===== src/hdl/bchs_pkg.sv =====
// package: descriptor layout and constants for the branch hazard stall block
package bchs_pkg;

   // ****************************************************************
   // pipeline geometry
   // ****************************************************************
   localparam int STAGES    = 5;
   localparam int ST_FETCH1 = 0;
   localparam int ST_FETCH2 = 1;
   localparam int ST_DECODE = 2;
   localparam int ST_ADDR   = 3;
   localparam int ST_EXEC   = 4;
   localparam int TAG_W_DEF = 8;
   localparam int ID_W      = 4;

   // ****************************************************************
   // instruction descriptor bit positions
   // ****************************************************************
   localparam int P_AGLOAD  = 0;   // loads an address_generator register
   localparam int P_INDBR   = 1;   // indirect jump/call target from agReadId
   localparam int P_TAKEN   = 2;   // taken jump, call or return
   localparam int P_COND    = 3;   // conditional on a flag
   localparam int P_UNIT    = 4;   // two bits, bchs_unit_t
   localparam int P_BRANCH  = 6;   // instruction is a branch
   localparam int P_SETALU  = 7;
   localparam int P_SETMUL  = 8;
   localparam int P_SETBTF  = 9;
   localparam int P_LCECHG  = 10;  // changes loop_count_expired_cond
   localparam int P_STATWR  = 11;  // writes arith_status_x/y or flags
   localparam int P_CPM     = 12;  // conditional post-modify of index_register
   localparam int P_IDXUSE  = 13;  // address generation from / read of index
   localparam int P_FPMUL   = 14;
   localparam int P_FXUSE   = 15;
   localparam int P_WRID    = 16;  // ID_W bits
   localparam int P_RDID    = 20;  // ID_W bits
   localparam int P_SDIST   = 24;  // two bits, status-write distance
   localparam int DESC_W    = 26;

   // distance of a status write seen when a post-modify leaves decode
   localparam logic [1:0] SDIST_ADJ  = 2'h1;
   localparam logic [1:0] SDIST_GAP  = 2'h2;
   localparam logic [1:0] SDIST_FAR  = 2'h3;
   localparam logic [2:0] SDIST_CLR  = 3'h4;

   typedef logic [DESC_W-1:0] bchs_desc_t;

   typedef enum logic [1:0] {
      UNIT_ALU  = 2'b00,
      UNIT_MUL  = 2'b01,
      UNIT_BIT  = 2'b10,
      UNIT_LOOP = 2'b11
   } bchs_unit_t;

endpackage : bchs_pkg


===== src/hdl/bchs_core.sv =====
// module: five-stage pipeline hazard detection and stall control
// Operation
// RULE_01 - indirect branch right after its ag register load holds two cycles
// RULE_02 - one unrelated instruction between load and branch gives one stall
// RULE_03 - branch reads ag register in decode; loads complete in execute
// RULE_04 - taken jump or call turns three younger instructions into nops
// RULE_05 - conditional branch after a flag-setting compute stalls one cycle
// RULE_06 - return also costs three cycles, younger fetches become nops
// RULE_07 - multiplier-flag branch after multiply stalls one extra cycle
// RULE_08 - loop-count branch after loop-condition change stalls two cycles
// RULE_09 - non-branch conditioned on loop count stalls only one cycle
// RULE_10 - ordinary loop-back decrement never stalls loop-count branches
// RULE_11 - status write, post-modify, index use back to back: two stalls
// RULE_12 - one gap around post-modify gives one stall, two gaps none
// RULE_13 - flag dependency checked per unit: alu, multiplier, bit test
// RULE_14 - overlapping hazards may stall more than the minimum
// RULE_15 - fixed-point compute right after float multiply stalls one cycle
// RULE_16 - producer and older proceed; dependent and younger are held
// RULE_17 - stages are fetch1, fetch2, decode, address, execute
// RULE_18 - held stages keep contents, a bubble goes on to address
`timescale 1ns/1ps

module bchs_core #(
   parameter int TAG_W = bchs_pkg::TAG_W_DEF
) (
   input  wire logic                     sys_clk,
   input  wire logic                     rst_n,
   input  wire logic                     fetchValid,
   input  wire logic [TAG_W-1:0]         fetchTag,
   input  wire logic                     agLoad,
   input  wire logic [bchs_pkg::ID_W-1:0] agLoadId,
   input  wire logic [bchs_pkg::ID_W-1:0] agReadId,
   input  wire logic                     indirectBranch,
   input  wire logic                     branchTaken,
   input  wire logic                     isBranch,
   input  wire logic                     condValid,
   input  wire bchs_pkg::bchs_unit_t     condUnit,
   input  wire logic                     setsAluFlag,
   input  wire logic                     setsMulFlag,
   input  wire logic                     setsBitTestFlag,
   input  wire logic                     loopCondChange,
   input  wire logic                     statusWrite,
   input  wire logic                     condPostModify,
   input  wire logic                     indexUse,
   input  wire logic                     floatMul,
   input  wire logic                     fixedUse,
   output logic                          pipeStall,
   output logic                          fetchRedirect,
   output logic                          execValid,
   output logic [TAG_W-1:0]              execTag
);
   import bchs_pkg::*;

   // ****************************************************************
   // stage state, index 0 is fetch1 and 4 is execute
   // ****************************************************************
   logic             vld_r  [STAGES];                          // RULE_17
   bchs_desc_t       desc_r [STAGES];
   logic [TAG_W-1:0] tag_r  [STAGES];
   logic             vld_nxt  [STAGES];
   bchs_desc_t       desc_nxt [STAGES];
   logic [TAG_W-1:0] tag_nxt  [STAGES];
   logic             stall_r;
   logic             redirect_r;
   bchs_desc_t       descIn;
   logic             leaveDec;
   logic             kill;

   // ****************************************************************
   // hazard decode, shared by the stall register and nothing else
   // ****************************************************************
   function automatic logic hazardOf(
      input logic       vd,
      input bchs_desc_t d,
      input logic       va,
      input bchs_desc_t a,
      input logic       ve,
      input bchs_desc_t e);
      logic       h;
      bchs_unit_t u;
      logic       sameA;
      logic       sameE;
      h = 1'b0;
      u = bchs_unit_t'(d[P_UNIT +: 2]);
      sameA = a[P_WRID +: ID_W] == d[P_RDID +: ID_W];
      sameE = e[P_WRID +: ID_W] == d[P_RDID +: ID_W];
      if (vd) begin
         // ag read in decode against a load not yet through execute
         if (d[P_INDBR] && ((va && a[P_AGLOAD] && sameA)   // RULE_01 RULE_02
                        || (ve && e[P_AGLOAD] && sameE)))  // RULE_03
            h = 1'b1;
         if (d[P_COND] && d[P_BRANCH]) begin
            case (u)                                          // RULE_13
               UNIT_ALU: h = h | (va && a[P_SETALU]);         // RULE_05
               UNIT_BIT: h = h | (va && a[P_SETBTF]);         // RULE_05
               UNIT_MUL: h = h | (va && a[P_SETMUL])
                               | (ve && e[P_SETMUL]);         // RULE_07
               default:  h = h;
            endcase
         end
         // only explicit loop-condition writers count, never loop-back
         if (d[P_COND] && u == UNIT_LOOP) begin               // RULE_10
            if (va && a[P_LCECHG])                            // RULE_09
               h = 1'b1;
            if (d[P_BRANCH] && ve && e[P_LCECHG])             // RULE_08
               h = 1'b1;
         end
         // stall while status-to-use distance is below four
         if (d[P_IDXUSE]) begin
            if (va && a[P_CPM]                                // RULE_11 RULE_12
                && a[P_RDID +: ID_W] == d[P_RDID +: ID_W]
                && ({1'b0, a[P_SDIST +: 2]} + 3'h1) < SDIST_CLR)
               h = 1'b1;
            if (ve && e[P_CPM]                                // RULE_11 RULE_12
                && e[P_RDID +: ID_W] == d[P_RDID +: ID_W]
                && ({1'b0, e[P_SDIST +: 2]} + 3'h2) < SDIST_CLR)
               h = 1'b1;
         end
         if (d[P_FXUSE] && va && a[P_FPMUL])                  // RULE_15
            h = 1'b1;
      end
      // causes are ored, so overlapping ones are not trimmed
      return h;                                               // RULE_14
   endfunction : hazardOf

   // ****************************************************************
   // incoming descriptor
   // ****************************************************************
   always_comb begin
      descIn = '0;
      descIn[P_AGLOAD]         = agLoad;
      descIn[P_INDBR]          = indirectBranch;
      descIn[P_TAKEN]          = branchTaken;
      descIn[P_COND]           = condValid;
      descIn[P_UNIT +: 2]      = condUnit;
      descIn[P_BRANCH]         = isBranch;
      descIn[P_SETALU]         = setsAluFlag;
      descIn[P_SETMUL]         = setsMulFlag;
      descIn[P_SETBTF]         = setsBitTestFlag;
      descIn[P_LCECHG]         = loopCondChange;
      descIn[P_STATWR]         = statusWrite;
      descIn[P_CPM]            = condPostModify;
      descIn[P_IDXUSE]         = indexUse;
      descIn[P_FPMUL]          = floatMul;
      descIn[P_FXUSE]          = fixedUse;
      descIn[P_WRID +: ID_W]   = agLoadId;
      descIn[P_RDID +: ID_W]   = agReadId;
   end

   // ****************************************************************
   // next stage contents
   // ****************************************************************
   assign leaveDec = vld_r[ST_DECODE] && !stall_r;
   assign kill     = leaveDec && desc_r[ST_DECODE][P_TAKEN];  // RULE_04 RULE_06

   always_comb begin
      for (int i = 0; i < STAGES; i++) begin
         vld_nxt[i]  = vld_r[i];
         desc_nxt[i] = desc_r[i];
         tag_nxt[i]  = tag_r[i];
      end
      // producer in address always moves on to execute
      vld_nxt[ST_EXEC]  = vld_r[ST_ADDR];                     // RULE_16
      desc_nxt[ST_EXEC] = desc_r[ST_ADDR];
      tag_nxt[ST_EXEC]  = tag_r[ST_ADDR];
      if (stall_r) begin
         vld_nxt[ST_ADDR]  = 1'b0;                            // RULE_18
         desc_nxt[ST_ADDR] = '0;
         tag_nxt[ST_ADDR]  = '0;
      end else begin
         vld_nxt[ST_ADDR]  = vld_r[ST_DECODE];
         desc_nxt[ST_ADDR] = desc_r[ST_DECODE];
         tag_nxt[ST_ADDR]  = tag_r[ST_DECODE];
         if (vld_r[ST_ADDR] && desc_r[ST_ADDR][P_STATWR])
            desc_nxt[ST_ADDR][P_SDIST +: 2] = SDIST_ADJ;      // RULE_12
         else if (vld_r[ST_EXEC] && desc_r[ST_EXEC][P_STATWR])
            desc_nxt[ST_ADDR][P_SDIST +: 2] = SDIST_GAP;
         else
            desc_nxt[ST_ADDR][P_SDIST +: 2] = SDIST_FAR;
         // the three fetched behind a taken branch become nops
         vld_nxt[ST_DECODE]  = vld_r[ST_FETCH2] && !kill;     // RULE_04 RULE_06
         desc_nxt[ST_DECODE] = kill ? '0 : desc_r[ST_FETCH2];
         tag_nxt[ST_DECODE]  = tag_r[ST_FETCH2];
         vld_nxt[ST_FETCH2]  = vld_r[ST_FETCH1] && !kill;
         desc_nxt[ST_FETCH2] = kill ? '0 : desc_r[ST_FETCH1];
         tag_nxt[ST_FETCH2]  = tag_r[ST_FETCH1];
         vld_nxt[ST_FETCH1]  = fetchValid && !kill;
         desc_nxt[ST_FETCH1] = kill ? '0 : descIn;
         tag_nxt[ST_FETCH1]  = fetchTag;
      end
   end

   // ****************************************************************
   // stage registers
   // ****************************************************************
   always_ff @(posedge sys_clk or negedge rst_n) begin
      if (!rst_n) begin
         for (int i = 0; i < STAGES; i++) begin
            vld_r[i]  <= 1'b0;
            desc_r[i] <= '0;
            tag_r[i]  <= '0;
         end
      end else begin
         for (int i = 0; i < STAGES; i++) begin
            vld_r[i]  <= vld_nxt[i];
            desc_r[i] <= desc_nxt[i];
            tag_r[i]  <= tag_nxt[i];
         end
      end
   end

   // ****************************************************************
   // stall decided from next contents, redirect from current kill; both are flops
   // ****************************************************************
   always_ff @(posedge sys_clk or negedge rst_n) begin
      if (!rst_n)
         stall_r <= 1'b0;
      else
         stall_r <= hazardOf(vld_nxt[ST_DECODE], desc_nxt[ST_DECODE],
                             vld_nxt[ST_ADDR], desc_nxt[ST_ADDR],
                             vld_nxt[ST_EXEC], desc_nxt[ST_EXEC]);  // RULE_16
   end

   always_ff @(posedge sys_clk or negedge rst_n) begin
      if (!rst_n)
         redirect_r <= 1'b0;
      else
         redirect_r <= kill;                                  // RULE_04
   end

   assign pipeStall     = stall_r;
   assign fetchRedirect = redirect_r;
   assign execValid     = vld_r[ST_EXEC];
   assign execTag       = tag_r[ST_EXEC];
endmodule : bchs_core


===== config.mk =====
export PLATFORM = sky130hd
export DESIGN_NAME = bchs_core
export DESIGN_NICKNAME = d
export VERILOG_FILES = /design/src/hdl/bchs_pkg.sv /design/src/hdl/bchs_core.sv
export SDC_FILE = /design/constraint.sdc
export NUM_CORES = 1
export LEC_CHECK = 0
export CORE_UTILIZATION = 60
export DETAILED_ROUTE_END_ITERATION = 10
export DONT_BUFFER_PORTS = 1
export PLACE_DENSITY = 0.86
export SYNTH_ARGS = -nofsm -noshare
export SYNTH_HDL_FRONTEND = slang
export SYNTH_SLANG_ARGS = --single-unit

===== constraint.sdc =====
create_clock -name sys_clk -period 3.65 [get_ports sys_clk]
set_clock_uncertainty 0.1 [all_clocks]
set_input_delay 0.365 -clock sys_clk [delete_from_list [all_inputs] [get_ports sys_clk]]
set_output_delay 0.365 -clock sys_clk [all_outputs]
set_load 0.1 [all_outputs]

==> results_dict.tcl, run 1 <==
set metrics [dict create \
    path_max_fanout 42 \
    post-route-period-util_pct 68.2 \
    path_class "reg -> reg" \
    cp.required_ps 3980 \
    worst_hold_path.endpoint "execTag[3]" \
    clk_latency_ps 510 \
    die_w_um 97.8 \
    setup_violations 0 \
    firstDrtPassIters 4 \
    hold_viol_final 0 \
    cts_setup_buffers 0 \
    ys_types 49 \
    grt_max_degree 134 \
    rsz0062_at_grt "false" \
    cts_resized 0 \
    drt-wirelength-per-cell_um 17.8 \
    num_rows 34 \
    clock_sinks 133 \
    crit_chain "buf_4, nor2b_1, nand2b_1, nand4_1, a2111oi_2, o21ai_1, a21boi_1" \
    worstMarginPinSlew_ps 867 \
    die_area_mm2 0.00956 \
    drc_errors 0 \
    r2r_setup_slack_ps 1160 \
    globalplace.congestion 0.836 \
    fin_tns_setup_ps 0 \
    num_vias 3310 \
    start_util_pct 62.5 \
    syn_area_mm2 0.00551 \
    antenna_found_initial 0 \
    cts.path.max_buffers 2 \
    syn_inst 433 \
    globalRouteOverflowTotal 0 \
    cts_buffers 17 \
    ant_nets 0 \
    whs_path_depth 0 \
    r2r_end "pipeStall" \
    dp_hpwl_mm 5.85 \
    nets 497 \
    ir_drop_mv 0.609 \
    core_mm2 0.00881 \
    synth_edf_count 0 \
    diodes 0 \
    cp-end-kind "flip-flop" \
    grt_pass1_vias 3533 \
    numPortBuffers 0 \
    period_minus_slack_ps 2490 \
    ios 46 \
    grt_pass1_wl_mm 17.8 \
    reg2reg_depth 7 \
    synth_ff_type "dfrtp_1" \
    drt-total-wl_mm 10.4 \
    htreeDepth 4 \
    drive_gt1_share_pct 15.6 \
    post_drt_via_cell_ratio 5.69 \
    cp_slowest_stage_delay_ps 740 \
    r2r-start "pipeStall" \
    slew-limit-headroom_pct 42.3 \
    hold_path.class "reg -> reg" \
    area_growth_pct 16.3 \
    slew_viol_final 0 \
    drv_cap 0 \
    cts_root_buf "clkbuf_8" \
    final_core_util_pct 72.7 \
    synthArstFlopShare_pct 100 \
    powerDensity_mw_per_mm2 942 \
    start_kind "flip-flop" \
    drt_iter0_markers 291 \
    synth_area_per_cell_um2 12.7 \
    critPathSlowestCell "dfrtp_4" \
    ys_seq_elements 133 \
    clk_pin_slew_ps 60 \
    status "finished, final reports clean" \
    cts_tree "built" \
    die_y_um 97.8 \
    leakagePower_nw 2.76 \
    track_usage_pct 24.4 \
    synth_warnings 0 \
    min_from "tag_nxt[3]" \
    fmax_mhz 402 \
    worstPathArrival_ps 2820 \
    seq_area_frac_synth_pct 60.4 \
    syn_nets 468 \
]
[cell usage after synthesis (all sizes together) (2+ instances only)]
library cell,count,area share [%]
a21boi,2,0.34
a21oi,4,0.43
a22o,2,0.32
a22oi,6,1.7
a31oi,2,0.23
and2b,2,0.27
and3,3,0.34
buf,27,3.8
clkbuf,4,0.27
dfrtp,133,60
inv,8,0.55
mux2,25,5.1
mux2i,64,12
nand2,17,1.2
nand4,2,0.23
nand4b,2,0.32
nor2,69,4.7
nor2b,24,2.7
o21ai,8,0.73
o221a,2,0.41
o32ai,2,0.32
xnor2,4,0.64
xor2,7,1.1
[metal layers]
layer	part of all wire (%)	vias to the layer above	GRT usage [%]
met2	50	98	39.3
met5	0	-	0
li1	-	1529	-
met4	2.7	0	12.0
met3	5.2	28	5.51
met1	42	1655	31.6
[sequential cells by signal, summed over array words and instances, names as in the netlist]
register,cells
pipeStall,1
tag_nxt,8
tag_r,24
vld_r,3
fetchRedirect,1
execValid,1
desc_nxt,14
vld_nxt,1
execTag,8
desc_r,72
[cells by family after synthesis]
group                  count (synthesis)  synth area share, %
AND/OR/NAND/NOR                      124                 10.4
AO/OA/AOI/OAI                         37                 5.98
XOR/XNOR                              11                 1.75
buffers and inverters                 39                 4.66
multiplexers                          89                 16.7
flip-flops                           133                 60.4
[metrics by stage]
step | hold WS, ps | instances | instance area (um^2) | power [mW] | worst slack [ps]
6_report | 247 | 582 | 6400 | 6.03 | 1160
3_5_place_dp | -28.4 | 516 | 5460 | 4.30 | 1280
3_3_place_gp | -27.2 | 516 | 5460 | 4.18 | 1310
4_1_cts | 249 | 582 | 6400 | 6.02 | 1190
5_1_grt | 251 | 582 | 6400 | 6.34 | 966
2_1_floorplan | -30.6 | 433 | 5510 | 4.06 | 1310
[report_power, final]
part           internal, mW  switching, mW  total (mW)  leakage, nW
logic                 0.653          0.807        1.46        0.873
registers              2.09          0.860        2.95         1.60
clock network          1.01          0.616        1.62        0.278
total                  3.75           2.28        6.03         2.76
[worst max-delay path, delay by kind of cell (launching register included)]
family | cells | cell delay [ps]
AND/OR/NAND/NOR | 3 | 420
flip-flops | 1 | 740
AO/OA/AOI/OAI | 3 | 540
buffers and inverters | 1 | 600
[cells in the final DEF, fill, tap and decap left out, drive strengths merged, types with 5 or more instances in the layout]
cell type,Yosys,layout
inv,8,10
a22oi,6,6
clkbuf,4,20
mux2i,64,64
nor2b,24,24
o21ai,8,8
dfrtp,133,133
dlygate4sd3,0,34
buf,27,7
xor2,7,7
mux2,25,25
nand2,17,17
nor2,69,69
clkinv,0,5
[what timing repair did]
action                                 CTS  global route
setup endpoints to repair                0             0
endpoints found under the hold margin  166             0
hold buffers                            35             0
[worst max-delay path by stage]
stage                    from         to  slack, ps
detailed placement  pipeStall  pipeStall       1280
CTS                 pipeStall  pipeStall       1190
global placement    pipeStall  pipeStall       1310
global route        pipeStall  pipeStall        970
finish              pipeStall  pipeStall       1160
floorplan           pipeStall  tag_r[38]       1310
[final cells by class]
type | instances | area (um^2)
Clock buffer | 20 | 445
Tap cell | 108 | 135
Fill cell | 512 | 2400
Timing Repair Buffer | 41 | 413
Sequential cell | 133 | 3330
Clock inverter | 11 | 125
Inverter | 8 | 30.0
Multi-Input combinational cell | 261 | 1920
(Power assumes the default switching activity.)
==> run 2, diff against run 1 <==
--- a/config.mk
+++ b/config.mk
@@ -5,10 +5,10 @@
 export SDC_FILE = /design/constraint.sdc
 export NUM_CORES = 1
 export LEC_CHECK = 0
-export CORE_UTILIZATION = 60
+export CORE_UTILIZATION = 57
 export DETAILED_ROUTE_END_ITERATION = 10
 export DONT_BUFFER_PORTS = 1
-export PLACE_DENSITY = 0.86
+export PLACE_DENSITY = 0.85
 export SYNTH_ARGS = -nofsm -noshare
 export SYNTH_HDL_FRONTEND = slang
 export SYNTH_SLANG_ARGS = --single-unit
==> constraint.sdc (replaced) <==
create_clock -name sys_clk -period 2.1 [get_ports sys_clk]
set_clock_uncertainty 0.1 [all_clocks]
set_input_delay 0.21 -clock sys_clk [delete_from_list [all_inputs] [get_ports sys_clk]]
set_output_delay 0.21 -clock sys_clk [all_outputs]
set_load 0.1 [all_outputs]
==> results_dict.tcl, run 2 (synthesis results as in run 1) <==
set metrics [dict create \
    period_minus_slack_ps 2020 \
    reg2reg_depth 7 \
    hold_viol_final 133 \
    critPathLaunch "pipeStall" \
    cts_buffers 17 \
    total_power_mw 10.5 \
    globalRouteOverflowTotal 0 \
    clk_latency_ps 510 \
    firstDrtPassIters 4 \
    worstPathArrival_ps 1710 \
    antenna_found_initial 0 \
    r2r_end "pipeStall" \
    setup_ws_ps 82.2 \
    die_y_um 100 \
    path_class "reg -> out" \
    clock_sinks 133 \
    drive_gt1_share_pct 17.9 \
    dp_hpwl_mm 6.13 \
    post-route-period-util_pct 96.1 \
    r2r_setup_slack_ps 170 \
    nets 509 \
    slew_viol_final 0 \
    core_mm2 0.00928 \
    cts_resized 0 \
    leakagePower_nw 2.80 \
    r2r-start "pipeStall" \
    path_max_fanout 18 \
    cp-end-kind "primary output" \
    setup_violations 0 \
    drt_iter0_markers 210 \
    die_area_mm2 0.0101 \
    pwr-share-clk_pct 26.1 \
    final_common_cell "dfrtp_1" \
    worstMarginPinSlew_ps 654 \
    cts_root_buf "clkbuf_8" \
    cts_hold_buf 33 \
    cp.required_ps 1790 \
    drc_errors 0 \
    place_area_mm2 0.00561 \
    cts_tree "built" \
    diodes 0 \
    area_growth_pct 17.9 \
    drt-total-wl_mm 10.3 \
    drv_cap 0 \
    cts.path.max_buffers 2 \
    track_usage_pct 23.0 \
    num_rows 35 \
    slew-limit-headroom_pct 56.4 \
    post-place-ws_ps 197 \
    fin_tns_setup_ps 0 \
    final_cell_mix "dfrtp_1, nor2_1, mux2i_1" \
    powerDensity_mw_per_mm2 1620 \
    violations "negative hold slack" \
    drt-wirelength-per-cell_um 16.8 \
    grt_max_degree 134 \
    p_switching_mw 3.91 \
    start_util_pct 59.3 \
    num_vias 3280 \
    p_int_mw 6.61 \
    htreeDepth 4 \
    ios 46 \
    ir_drop_mv 0.838 \
    start_kind "flip-flop" \
    design_area_mm2 0.00649 \
    clk_pin_slew_ps 60 \
    fmax_mhz 496 \
    rsz0062_at_grt "false" \
    top_register "desc_r" \
    grt_pass1_vias 3324 \
    whs_ps -716 \
    power.share.sequential_pct 42.3 \
    cts_setup_buffers 0 \
    p_comb_share_pct 31.6 \
    status "finished, violations left" \
    p_sw_share_pct 37.2 \
    ant_nets 0 \
    die_w_um 100 \
    hold_path.class "in -> async" \
    post_drt_via_cell_ratio 5.33 \
    globalplace.congestion 0.877 \
    grt_pass1_wl_mm 17.0 \
    numPortBuffers 0 \
    largest_reg_flops 72 \
]
[run 2: cell count changes in the layout (fill, tap and decap cells not counted)]
cell,delta
clkinv_4,-1
buf_12,+1
clkbuf_8,-2
dlygate4sd3_1,-1
clkinv_2,+2
buf_16,-1
clkinvlp_4,+1
buf_4,+13
[run 2: how the worst max path moves through the flow]
stage	end
global placement	pipeStall
finish	pipeStall
CTS	pipeStall
floorplan	tag_r[38]
detailed placement	pipeStall
global route	pipeStall
[run 2: per-stage QoR]
step / util (%) / cells / hold slack, ps
2_1_floorplan: - / 433 / -186
3_3_place_gp: 60.4 / 551 / -182
3_5_place_dp: 60.4 / 551 / -183
4_1_cts: 69.9 / 615 / -739
5_1_grt: 69.9 / 615 / -743
6_report: 69.9 / 615 / -716
[run 2: cell type report]
class | instances | area [um^2]
clock buffer | 18 | 418
clock inverter | 13 | 134
fill | 643 | 2790
inverter | 8 | 30.0
multi-input combinational | 261 | 1920
sequential | 133 | 3330
tap | 129 | 161
timing repair buffer | 53 | 493
[run 2: per-layer routing]
metal	routed length, um	vias to the layer above	track usage, %
li1	-	1544	-
met1	4570	1657	30.5
met2	5290	68	36.6
met3	358	11	5.50
met4	126	0	9.59
met5	0	-	0
[run 2: power groups by stage]
stage | sequential, mW | clock (mW) | combinational, mW
detailed placement | 4.45 | 0 | 3.24
CTS | 4.43 | 2.78 | 3.31
global placement | 4.41 | 0 | 3.11
finish | 4.45 | 2.75 | 3.33
floorplan | 4.29 | 0 | 2.76
global route | 4.57 | 2.90 | 3.60
[run 2: worst max-delay path: stages, from the launching register on]
cell	delay, ps
dfrtp_4	540
buf_4	280
buf_4	370
==> run 3, diff against run 2 <==
--- a/config.mk
+++ b/config.mk
@@ -5,10 +5,11 @@
 export SDC_FILE = /design/constraint.sdc
 export NUM_CORES = 1
 export LEC_CHECK = 0
-export CORE_UTILIZATION = 57
+export ABC_AREA = 1
+export CORE_UTILIZATION = 56
 export DETAILED_ROUTE_END_ITERATION = 10
 export DONT_BUFFER_PORTS = 1
-export PLACE_DENSITY = 0.85
+export PLACE_DENSITY = 0.84
 export SYNTH_ARGS = -nofsm -noshare
 export SYNTH_HDL_FRONTEND = slang
 export SYNTH_SLANG_ARGS = --single-unit
==> results_dict.tcl, run 3 <==
set metrics [dict create \
    cts.path.max_buffers 2 \
    firstDrtPassIters 5 \
    start_util_pct 57.9 \
    post-route-period-util_pct 93.8 \
    top_register "desc_r" \
    grt_max_degree 134 \
    grt_pass1_wl_mm 19.6 \
    cts_tree "built" \
    track_usage_pct 26.3 \
    synth_warnings 0 \
    clock_sinks 133 \
    synth_ff_type "dfrtp_1" \
    start_kind "flip-flop" \
    critPathLaunch "pipeStall" \
    largest_reg_flops 72 \
    dp_hpwl_mm 6.22 \
    syn_area_mm2 0.00535 \
    post_drt_via_cell_ratio 5.41 \
    critPathBufInv 2 \
    globalRouteOverflowTotal 0 \
    ys_types 22 \
    synth-xor-area-share_pct 0 \
    fill_cells 612 \
    p_comb_share_pct 33.3 \
    whs_ps -728 \
    num_rows 35 \
    pwr-share-clk_pct 26.7 \
    syn_inst 597 \
    crit_chain "buf_12, buf_6" \
    synth-simple-area-share_pct 24.4 \
    drt-wirelength-per-cell_um 15.4 \
    drive_gt1_share_pct 9.98 \
    leakagePower_nw 3.25 \
    ys_top_cells_by_area "dfrtp_1, nand2_1, nand3_1, o21ai_0, inv_1" \
    yosysTopAreaCell "dfrtp_1" \
    die_area_mm2 0.00995 \
    synth_area_per_cell_um2 8.96 \
    p_int_mw 6.29 \
    synth_edf_count 0 \
    area_growth_pct 19.1 \
    p_sw_share_pct 40.4 \
    setup_violations 0 \
    numPortBuffers 0 \
    critPathSlowestCell "dfrtp_4" \
    synth_top_family_by_area "simple AND/OR/NAND/NOR gates" \
    clk_latency_ps 540 \
    core_mm2 0.00924 \
    diodes 0 \
    nets 663 \
    ys_seq_elements 133 \
    path_max_fanout 68 \
    syn_nets 632 \
    synthAdderAreaFrac_pct 0 \
    cp-end-kind "primary output" \
    die_y_um 99.7 \
    path_class "reg -> out" \
    worstPathArrival_ps 1660 \
    clk_pin_slew_ps 60 \
    drc_errors 0 \
    num_vias 4165 \
    cpLargestDelayFamily "buffers and inverters" \
    synth_top_area_share_pct 62.2 \
    globalplace.congestion 0.911 \
    cts_root_buf "clkbuf_8" \
    slew-limit-headroom_pct 65.8 \
    place_inst 704 \
    hold_path.class "in -> async" \
    cts_buffers 17 \
    drt-total-wl_mm 11.8 \
    r2r-start "pipeStall" \
    ant_nets 0 \
    synthArstFlopShare_pct 100 \
    seq_area_frac_synth_pct 62.2 \
    ios 46 \
    drv_cap 0 \
    powerDensity_mw_per_mm2 1660 \
    slew_viol_final 0 \
    period_minus_slack_ps 1970 \
    synth_compound_area_share_pct 5.47 \
    cp_slowest_stage_delay_ps 430 \
    cp.required_ps 1790 \
    status "finished, violations left" \
    fmax_mhz 508 \
    synth_mux_area_share_pct 0 \
    grt_pass1_vias 4168 \
    htreeDepth 4 \
    hold_viol_final 133 \
    synth_most_common_cell "nand2_1" \
    p_switching_mw 4.27 \
    final_common_cell "nand2_1" \
    antenna_found_initial 0 \
    netlist_top_cells_count "nand2_1, dfrtp_1, nand3_1, inv_1, o21ai_0" \
    final_cell_mix "nand2_1, dfrtp_1, nand3_1" \
    ir_drop_mv 0.892 \
    layoutNonFillerInstCount 770 \
    power.share.sequential_pct 40.0 \
    cts_hold_buf 33 \
    die_w_um 99.7 \
    worstMarginPinSlew_ps 513 \
    drt_iter0_markers 377 \
    violations "negative hold slack" \
]
==> run 3: worst paths after layout <==
kind | to | slack [ps] | cells past startpoint
worst max-delay path | pipeStall | 130 | 2
worst min register to register | execTag[6] | 250 | 0
worst max register to register | pipeStall | 150 | 13
worst min-delay path | desc_r[55] | -730 | 0
max in group asynchronous | desc_nxt[19] | 2440 | 0
min in group sys_clk | execTag[6] | 250 | 0
==> run 3: final cells by class <==
| cell class | instances | area [um^2] | area share, % |
|---|---|---|---|
| clock inverter | 14 | 141 | 2.22 |
| sequential | 133 | 3330 | 52.3 |
| multi-input combinational | 365 | 1600 | 25.1 |
| clock buffer | 18 | 428 | 6.71 |
| timing repair buffer | 51 | 482 | 7.56 |
| tap | 129 | 161 | 2.53 |
| inverter | 60 | 226 | 3.55 |
==> run 3: routing by layer <==
metal,track usage (%),vias to the layer above,wire length (um)
li1,-,1932,-
met1,32.5,2048,4880
met2,42.5,158,5990
met3,9.21,27,697
met4,10.7,0,268
met5,0,-,0
==> run 3: cells by family after synthesis <==
logic type      count (synthesis)
compound gates                 56
buf+inv                        99
flops                         133
simple gates                  309
==> run 3: through the flow <==
step,cell area [um^2],utilization (%),setup TNS (ps),total power [mW],worst slack [ps]
2_1_floorplan,5350,-,0,6.83,231
3_3_place_gp,5460,59.1,0,7.29,232
3_5_place_dp,5460,59.1,0,7.48,149
4_1_cts,6360,68.8,0,10.4,13.6
5_1_grt,6370,69.0,-1.98,11.1,-1.98
6_report,6370,69.0,0,10.6,130
==> run 3: worst reg2reg max path, cell delays in order, from the launching register on <==
cell and delay (ps):
dfrtp_4 490, buf_12 220, nor2_2 260, nand2_2 120, nand2_1 130, nand2_1 80, nand2_1 70, nor2_1 40
nand3b_1 70, nand2_1 60, nand2_1 60, nand3_1 60, nand2_1 60, inv_1 30
==> run 3: timing repair <==
| action | CTS | global route |
|---|---|---|
| setup endpoints to repair | 0 | 2 |
| hold endpoints to repair | 166 | 133 |
| buffers inserted | 0 | 1 |
| resized for setup | 0 | 2 |
==> run 3: power by group through the flow <==
stage	combinational [mW]	sequential [mW]	clock, mW
finish	3.51	4.22	2.82
global route	3.86	4.32	2.96
CTS	3.41	4.19	2.82
detailed placement	3.27	4.21	0
global placement	3.12	4.16	0
floorplan	2.62	4.20	0
